`src/clw_pkg.sv`:
```
// Package for the charge level warning flag block
package clw_pkg;

  // ==========================================================
  // Widths
  localparam int CLW_CAP_W    = 16;  // Remaining capacity, mAh
  localparam int CLW_LVL_W    = 8;   // Threshold levels, mAh
  localparam int CLW_CHG_W    = 16;  // Signed charge sample per update
  localparam int CLW_ACC_W    = 32;  // Fractional charge accumulator

  // ==========================================================
  // Reset values and encodings
  localparam logic [CLW_CAP_W-1:0] CLW_CAP_RST   = 16'h03e8;
  localparam logic [CLW_ACC_W-1:0] CLW_ACC_RST   = 32'h0000_0000;
  localparam logic [CLW_LVL_W-1:0] CLW_LVL_OFF   = 8'hff; // Minus one
  localparam int                   CLW_FRAC_BITS = 12;   // Fraction bits, 4096 units per mAh

  // Flag status word carried to the host side
  typedef struct packed {
    logic final_capacity_warning_flag;
    logic first_capacity_warning_flag;
  } clw_flags_s;

  // Threshold configuration
  typedef struct packed {
    logic [CLW_LVL_W-1:0] first_warning_set_level;
    logic [CLW_LVL_W-1:0] final_warning_set_level;
    logic [CLW_LVL_W-1:0] final_warning_clear_level;
  } clw_cfg_s;

endpackage : clw_pkg

```
`src/clw_warning_flags.sv`:
```
// Charge counter and hysteretic capacity warning flags
`timescale 1ns/1ns
`default_nettype none

module clw_warning_flags
  import clw_pkg::*;
(
  // Clock and reset
  input  wire logic                  i_core_clk,
  input  wire logic                  i_rst_n,
  // Charge samples from the sense front end
  input  wire logic                  i_chg_valid,
  input  wire logic [CLW_CHG_W-1:0]  i_chg_sample,
  // Threshold configuration
  input  wire clw_cfg_s              i_cfg,
  // Host visible state
  output logic       [CLW_CAP_W-1:0] o_remaining_capacity_value,
  output var clw_flags_s             o_flags,
  output logic                       o_low_battery_pin
);

  // ==========================================================
  // Charge counter
  logic [CLW_ACC_W-1:0] acc_ff;
  logic [CLW_CAP_W-1:0] cap_ff;
  logic                 upd_ff;
  logic [CLW_ACC_W-1:0] nxt_acc;
  logic [CLW_CAP_W-1:0] nxt_cap;

  // Saturating capacity step from accumulated whole mAh
  function automatic logic [CLW_CAP_W-1:0] cap_step(
    input logic [CLW_CAP_W-1:0] cap,
    input logic [CLW_ACC_W-1:0] acc);
    logic signed [CLW_ACC_W-1:0] whole;
    logic signed [CLW_ACC_W:0]   sum;
    whole = $signed(acc) >>> CLW_FRAC_BITS;
    sum   = $signed({1'b0, {(CLW_ACC_W-CLW_CAP_W){1'b0}}, cap})
          + $signed({whole[CLW_ACC_W-1], whole});
    if (sum < 0) begin
      cap_step = '0;
    end else if (sum > $signed({{(CLW_ACC_W-CLW_CAP_W+1){1'b0}},
                                {CLW_CAP_W{1'b1}}})) begin
      cap_step = '1;
    end else begin
      cap_step = sum[CLW_CAP_W-1:0];
    end
  endfunction : cap_step

  always_comb begin
    nxt_acc = acc_ff + {{(CLW_ACC_W-CLW_CHG_W){i_chg_sample[CLW_CHG_W-1]}},
                        i_chg_sample};
    nxt_cap = cap_step(cap_ff, nxt_acc);
  end

  // Accumulator keeps only the fraction once whole mAh move to capacity
  always_ff @(posedge i_core_clk) begin
    if (!i_rst_n) begin
      acc_ff <= CLW_ACC_RST;
      cap_ff <= CLW_CAP_RST;
      upd_ff <= 1'b0;
    end else begin
      upd_ff <= i_chg_valid;
      if (i_chg_valid) begin
        acc_ff <= {{(CLW_ACC_W-CLW_FRAC_BITS){1'b0}},
                   nxt_acc[CLW_FRAC_BITS-1:0]};
        cap_ff <= nxt_cap;
      end
    end
  end

  // ==========================================================
  // Warning flags
  logic first_ff;
  logic final_ff;
  logic [CLW_CAP_W-1:0] set1;
  logic [CLW_CAP_W-1:0] setf;
  logic [CLW_CAP_W-1:0] clrf;
  logic                 final_off;

  // Widen levels to capacity width
  always_comb begin
    set1      = {{(CLW_CAP_W-CLW_LVL_W){1'b0}}, i_cfg.first_warning_set_level};
    setf      = {{(CLW_CAP_W-CLW_LVL_W){1'b0}}, i_cfg.final_warning_set_level};
    clrf      = {{(CLW_CAP_W-CLW_LVL_W){1'b0}},
                 i_cfg.final_warning_clear_level};
    final_off = (i_cfg.final_warning_set_level == CLW_LVL_OFF);
  end

  always_ff @(posedge i_core_clk) begin
    if (!i_rst_n) begin
      first_ff <= 1'b0;
    end else if (upd_ff) begin
      if (cap_ff < set1) begin
        first_ff <= 1'b1;
      end else if (cap_ff > set1) begin
        first_ff <= 1'b0;
      end
    end
  end

  always_ff @(posedge i_core_clk) begin
    if (!i_rst_n) begin
      final_ff <= 1'b0;
    end else if (upd_ff && !final_off && cap_ff < setf) begin
      final_ff <= 1'b1;
    end else if (upd_ff && final_ff && cap_ff > clrf) begin
      final_ff <= 1'b0;
    end
  end

  // ==========================================================
  // Registered outputs
  always_ff @(posedge i_core_clk) begin
    if (!i_rst_n) begin
      o_remaining_capacity_value <= CLW_CAP_RST;
      o_flags                    <= '0;
      o_low_battery_pin          <= 1'b0;
    end else begin
      o_remaining_capacity_value <= cap_ff;
      o_flags.first_capacity_warning_flag <= first_ff;
      o_flags.final_capacity_warning_flag <= final_ff;
      o_low_battery_pin <= first_ff;
    end
  end
endmodule : clw_warning_flags

`default_nettype wire

```
`config.mk`:
```
export PLATFORM = sky130hd
export DESIGN_NAME = clw_warning_flags
export DESIGN_NICKNAME = d
export VERILOG_FILES = /design/src/clw_pkg.sv /design/src/clw_warning_flags.sv
export SDC_FILE = /design/constraint.sdc
export NUM_CORES = 1
export LEC_CHECK = 0
export CORE_MARGIN = 2
export CORE_UTILIZATION = 42
export CTS_CLUSTER_DIAMETER = 80
export CTS_CLUSTER_SIZE = 30
export DETAILED_ROUTE_END_ITERATION = 7
export DONT_BUFFER_PORTS = 1
export REMOVE_ABC_BUFFERS = 1
export SKIP_CTS_REPAIR_TIMING = 1
export SLEW_MARGIN = 15
export SYNTH_ARGS = -nofsm -noshare
export SYNTH_HDL_FRONTEND = slang
export SYNTH_SLANG_ARGS = --single-unit
```
`constraint.sdc`:
```
create_clock -name i_core_clk -period 5.85 [get_ports i_core_clk]
set_input_delay 1.17 -clock i_core_clk [delete_from_list [all_inputs] [get_ports i_core_clk]]
set_output_delay 1.17 -clock i_core_clk [all_outputs]
set_load 0.03 [all_outputs]
```
==> results of run 1 <==
-- cell usage in the layout (no fill, tap or decap), types with 4 or more instances in the layout --
master,synthesis,final
a22oi_1,10,10
and2_1,15,15
o21ai_0,20,20
nor3_1,8,8
xnor2_1,25,25
nor2b_1,13,13
mux2i_1,6,6
ha_1,55,55
inv_1,37,37
a21oi_1,37,37
o211ai_1,8,8
a21o_1,12,12
dfxtp_1,49,49
nor2_1,17,17
nand4_1,8,8
o21a_1,4,4
nand2b_1,14,14
clkbuf_8,0,5
nand2_1,40,40
a31oi_1,4,4
nand3_1,11,11
-- final cells by class --
type,instances,area [sq um]
clock buffers,5,68.82
clock inverters,3,47.55
fillers,877,4728
inverters,38,142.6
multi-input cells,358,2688
flip-flops and latches,49,980.9
well taps,108,135.1
repair buffers,2,15.01
-- registers in the layout, indices dropped and copies added, names as in the netlist --
register	flops
upd_ff	1
o_flags	1
o_low_battery_pin	1
first_ff	1
cap_ff	16
o_remaining_capacity_value	16
acc_ff	12
final_ff	1
-- cells in the mapped netlist (all sizes together), types with 4 or more instances --
cell    number  area [sq um]
ha          55         688.2
nor2b       13         81.33
nand3       11         55.05
nand2b      14         87.58
mux2i        6         60.06
a22oi       10         75.07
dfxtp       49         980.9
o21a         4         30.03
xnor2       26         235.2
and2        15         93.84
nor3         8         40.04
and3         4         30.03
o211ai       9         72.57
a211oi       5         55.05
a21o        12         90.09
inv         38         142.6
a21oi       39         210.2
nor2        18         75.07
nand4        8         50.05
a31oi        4         25.02
clkbuf       6         22.52
o21ai       20         100.1
nand2       42         162.6
-- stage by stage --
stage	instances	util (%)
after floorplan	445	-
after global placement	555	44.98
after detailed placement	555	44.98
after CTS	563	46.31
after global routing	563	46.31
final	563	46.31
-- power groups by stage --
stage	sequential, mW	clock, mW	combinational, mW
after floorplan	0.533	0	0.910
after global placement	0.575	0	1.10
after detailed placement	0.575	0	1.13
after CTS	0.567	0.268	1.13
after global routing	0.578	0.280	1.27
final	0.564	0.260	1.13
-- metal layers --
metal	up-vias	wire (um)	global-route usage, %
li1	1617	-	-
met5	-	0	0
met3	7	423	4.109
met4	0	110	4.847
met2	62	4278	32.12
met1	1510	4122	23.84
-- critical path, cell delays in order --
cell       delay, ns
ha_1            0.35
a2111oi_0       0.40
o21ai_0         0.19
a31oi_1         0.27
o211ai_1        0.16
a21oi_1         0.21
nand2b_1        0.14
xnor2_1         0.17
ha_1            0.30
a211oi_2        0.31
o211ai_2        0.15
a221oi_4        0.40
o311ai_4        0.23
xnor2_2         0.28
nand2_2         0.15
a22oi_1         0.22
-- cell families (layout without fill, tap and decap cells) --
group | Yosys count | after routing | synth area share [%]
compound gates | 125 | 125 | 23.42
xor+xnor | 29 | 29 | 6.788
fa+ha+maj | 57 | 57 | 18.90
buf+inv | 47 | 48 | 4.774
flops | 49 | 49 | 25.46
mux | 6 | 6 | 1.559
simple gates | 141 | 141 | 19.10
-- final timing paths --
kind                                       from         end  slack (ns)  cells after the start
worst min-delay path                   final_ff  o_flags[1]        0.48                      1
worst max register to register        acc_ff[5]   cap_ff[0]        1.52                     16
worst min register to register         final_ff  o_flags[1]        0.48                      1
worst max-delay path            i_chg_sample[5]   cap_ff[0]        0.99                     16
==> impl_metrics.tcl, run 1 <==
set metrics [dict create \
    hold_path_class "flip-flop to flip-flop" \
    finalSetupTns_ns 0 \
    comb_power_share_pct 57.9 \
    totalPowerFinal_mw 1.955 \
    clk_pin_slew_ns 0.11 \
    diodes 0 \
    clock_skew_ns 0.01809 \
    antenna_found_initial 0 \
    syn_area_sq_um 3852 \
    p_clk_share_pct 13.3 \
    max_slew_margin_pct 50.19 \
    p_per_area_nw_per_um2 479.5 \
    die_h_um 99.78 \
    crit_required_ns 6.08 \
    die-area_sq_um 9955 \
    initialDrtViolationCount 132 \
    fin_crit_sh_pct 83.13 \
    pin_count 62 \
    async_reset_ff_share_pct 0 \
    end_kind "flip-flop" \
    path_class "input pin to flip-flop" \
    internal-power_mw 1.054 \
    clock-sinks 49 \
    min_period_ns 4.863 \
    setup_ws_ns 0.9871 \
    cts_max_path_buffers 2 \
    ys_seq_area_share_pct 25.46 \
    grt_pass1_wl_mm 15.08 \
    tightest_slew_ns 0.7403 \
    rsz0062_at_grt "false" \
    switching_share_pct 46.10 \
    pwr-share-seq_pct 28.8 \
    outcome "complete, but fails checks" \
    drv_slew 0 \
    grt_util_all_layers_pct 18.70 \
    placed_cell_area_sq_um 3961 \
    max_freq_mhz 205.6 \
    synth_flop_cell "dfxtp_1" \
    crit_arrival_ns 5.09 \
    power.leakage_nw 1.858 \
    via_per_inst 5.677 \
    die_width_um 99.78 \
    rows 34 \
    synth_edf_count 0 \
    holdWs_ns 0.4785 \
    wl_mm 8.933 \
    finalHoldViolCount 0 \
    design_area_sq_um 4078 \
    core_sq_um 8806 \
    nets 554 \
    ir_worst_vdd_uv 221.6 \
    crit_path_max_fanout 10 \
    drc 1 \
    postRouteAntennaNets 0 \
    p_switching_mw 0.9014 \
    start_util_pct 43.75 \
    drive_gt1_share_pct 6.813 \
    port-buffer-count 0 \
    area_growth_pct 5.846 \
    crit_path_start_kind "input pin" \
    cap_violations 0 \
    ys_warn_count 0 \
    routedWlPerCell_um 15.87 \
    grt_pass1_vias 3179 \
    violations "design-rule violations" \
    ys_ff_latch 49 \
    synth.avg_cell_area_sq_um 8.486 \
    dr.pass1.iters 6 \
    cts_root_buf "clkbuf_8" \
    finalSetupViolCount 0 \
    cts_max_level 2 \
    numCtsBuffers 5 \
    synth_cell_types 58 \
    clkLatencyLatePin_ns 0.32 \
    place_congestion 0.8179 \
    dp_hpwl_mm 7.105 \
    grt_max_degree 31 \
    overflow 0 \
    dp_slack_ns 0.6437 \
    synth_cells 454 \
    cts_tree "built" \
    vias 3196 \
]
(Power assumes the default switching activity.)
==> run 2, diff against run 1 <==
- ABC_AREA: unset -> 1
- clock period: 5.85 -> 5.1 ns (I/O delays scaled with it)
==> run 2 against run 1 <==
Net effect:
- the run now ends clean
- register-to-register slack lost 0.13 ns
- clock skew decreased by 0.013 ns
- power decreased by 33%
- largest power group unchanged
==> impl_metrics.tcl, run 2 <==
set metrics [dict create \
    p_per_area_nw_per_um2 302.7 \
    cts_max_level 2 \
    die-area_sq_um 10600 \
    grt_pass1_wl_mm 15.97 \
    crit_path_max_fanout 16 \
    end_kind "flip-flop" \
    max_slew_margin_pct 61.09 \
    outcome "completed" \
    finalSetupTns_ns 0 \
    cts_max_path_buffers 2 \
    overflow 0 \
    power.leakage_nw 2.424 \
    seq_area_sq_um 980.9 \
    r2r_end "cap_ff[0]" \
    r2r_start "acc_ff[0]" \
    ir_worst_vdd_uv 151.8 \
    die_h_um 102.9 \
    synth_cell_types 48 \
    dr.pass1.iters 4 \
    nets 682 \
    clock-sinks 49 \
    layout_commonest_cell "nand2_1" \
    crit_path_start_kind "input pin" \
    initialDrtViolationCount 122 \
    start_util_pct 42.65 \
    synth_flop_cell "dfxtp_1" \
    cts_root_buf "clkbuf_8" \
    path_class "input pin to flip-flop" \
    fillCellCount 1037 \
    worstPathCellList "ha_1, inv_1, fa_1, inv_1, nand3_1, nand2_2, nand2_2, nand2_2, inv_1, o21bai_1, xor2_1, ha_1, fa_1, nand3_1, nand2_1, nand2_1, nand3_2, nand2_1, nand2_1, nand3b_4, nand3b_1, nand2_1, nand2_1" \
    totalPowerFinal_mw 1.306 \
    yosysTopAreaCellShare_pct 23.86 \
    via_per_inst 4.972 \
    drv_slew 0 \
    rows 36 \
    dp_slack_ns 0.7236 \
    grt_util_all_layers_pct 18.94 \
    worstSetupEndpoint "cap_ff[0]" \
    pwr-share-seq_pct 36.4 \
    ys_warn_count 0 \
    r2r_setup_slack_ns 1.39 \
    finalSetupViolCount 0 \
    vias 3560 \
    ys_ff_latch 49 \
    dp_hpwl_mm 7.597 \
    p_switching_mw 0.4874 \
    min_period_ns 4.065 \
    rsz0062_at_grt "false" \
    tightest_slew_ns 0.5829 \
    setup_ws_ns 1.035 \
    synth_edf_count 0 \
    multi_input_area_sq_um 2678 \
    critPathLaunch "i_chg_sample[0]" \
    drive_gt1_share_pct 9.262 \
    crit_arrival_ns 4.32 \
    synth_cells 585 \
    area_growth_pct 4.960 \
    critPathMaxStageDelay_ns 0.43 \
    finalHoldViolCount 0 \
    internal-power_mw 0.8190 \
    synthTopCellsByArea "dfxtp_1, ha_1, nand2_1, inv_1, nand3_1" \
    ys_seq_area_share_pct 23.86 \
    final_cell_mix "nand2_1, inv_1, ha_1" \
    port-buffer-count 0 \
    placed_cells 708 \
    clkLatencyLatePin_ns 0.30 \
    wl_mm 9.575 \
    fin_crit_sh_pct 79.70 \
    cpMaxStageDelayCell "fa_1" \
    core_sq_um 9639 \
    async_reset_ff_share_pct 0 \
    reg_top3 "cap_ff: 16 flops, o_remaining_capacity_value: 16 flops, acc_ff: 12 flops" \
    grt_max_degree 27 \
    stdcell_count 716 \
    max_freq_mhz 246.0 \
    switching_share_pct 37.31 \
    drc 0 \
    cap_violations 0 \
    postRouteAntennaNets 0 \
    reg2reg_depth 23 \
    place_congestion 0.9852 \
    synth_common_cells "nand2_1, inv_1, ha_1" \
    diodes 0 \
    hold_path_class "flip-flop to flip-flop" \
    clk_pin_slew_ns 0.09 \
    comb_power_share_pct 38.4 \
    clock_skew_ns 0.005287 \
    numCtsBuffers 5 \
    antenna_found_initial 0 \
    p_clk_share_pct 25.1 \
    cts_tree "built" \
    routedWlPerCell_um 13.37 \
    syn_area_sq_um 4111 \
    die_width_um 102.9 \
    crit_top_cell "nand2_1" \
    grt_pass1_vias 3450 \
    synth.avg_cell_area_sq_um 7.028 \
    crit_required_ns 5.35 \
    synth_largest_area_cell "dfxtp_1" \
    pin_count 62 \
    synth_most_common_cell "nand2_1" \
]
[run 2: cell types whose count changed in the layout (fill, tap and decap cells not counted), sizes merged, moves of 6 or more]
| cell | previous run | this run |
|---|---|---|
| a21o | 12 | 0 |
| a21oi | 39 | 33 |
| a22oi | 10 | 0 |
| and2 | 15 | 1 |
| inv | 40 | 95 |
| mux2i | 6 | 0 |
| nand2 | 42 | 176 |
| nand2b | 14 | 0 |
| nand3 | 11 | 44 |
| nor2 | 18 | 34 |
| nor2b | 13 | 0 |
| o211ai | 9 | 3 |
| xnor2 | 26 | 10 |
[run 2: power groups by stage]
stage,clock [mW],combinational [mW],sequential (mW)
after global routing,0.355,0.578,0.482
after floorplan,0,0.410,0.472
after global placement,0,0.491,0.484
after CTS,0.341,0.503,0.477
final,0.328,0.502,0.476
after detailed placement,0,0.499,0.486
[run 2: metrics by stage]
step / hold slack, ns / area, sq um / util [%]
floorplan: 0.3985 / 4015 / -
finish: 0.4255 / 4315 / 44.77
global route: 0.4456 / 4315 / 44.77
CTS: 0.4277 / 4315 / 44.77
global placement: 0.4111 / 4182 / 43.38
detailed placement: 0.4138 / 4182 / 43.38
[run 2: worst min path at each step]
stage / startpoint / endpoint / slack, ns / cells past startpoint
final: final_ff / o_flags[1] / 0.43 / 2
after detailed placement: final_ff / o_flags[1] / 0.41 / 2
after global routing: final_ff / o_flags[1] / 0.45 / 2
after CTS: final_ff / o_flags[1] / 0.43 / 2
after floorplan: first_ff / o_low_battery_pin / 0.40 / 2
after global placement: final_ff / o_flags[1] / 0.41 / 2
[run 2: routing by layer]
metal / up-vias / share of wire (%) / track usage [%]
met3: 14 / 4.4 / 2.983
met5: - / 0 / 0
met2: 82 / 47 / 33.52
li1: 1876 / - / -
met1: 1588 / 48 / 23.81
met4: 0 / 1.3 / 5.263
[run 2: critical path, delay by kind of cell]
kind | cells | cell delay [ns]
compound gates | 1 | 0.18
xor+xnor | 1 | 0.09
buf+inv | 3 | 0.20
fa+ha+maj | 4 | 1.21
simple gates | 14 | 1.58
[run 2: cell type report]
type / instances / area share, %
Clock buffer: 5 / 1.595
Clock inverter: 3 / 1.508
Inverter: 95 / 8.263
Multi-Input combinational cell: 431 / 62.05
Sequential cell: 49 / 22.73
Tap cell: 133 / 3.856
[run 2: cell families after synthesis]
family / count (synthesis) / share of synthesized area, %
AO/OA/AOI/OAI: 72 / 10.29
XOR/XNOR: 18 / 3.834
adder cells (fa/ha/maj): 57 / 17.71
buffers and inverters: 105 / 11.02
flip-flops: 49 / 23.86
AND/OR/NAND/NOR: 284 / 33.29
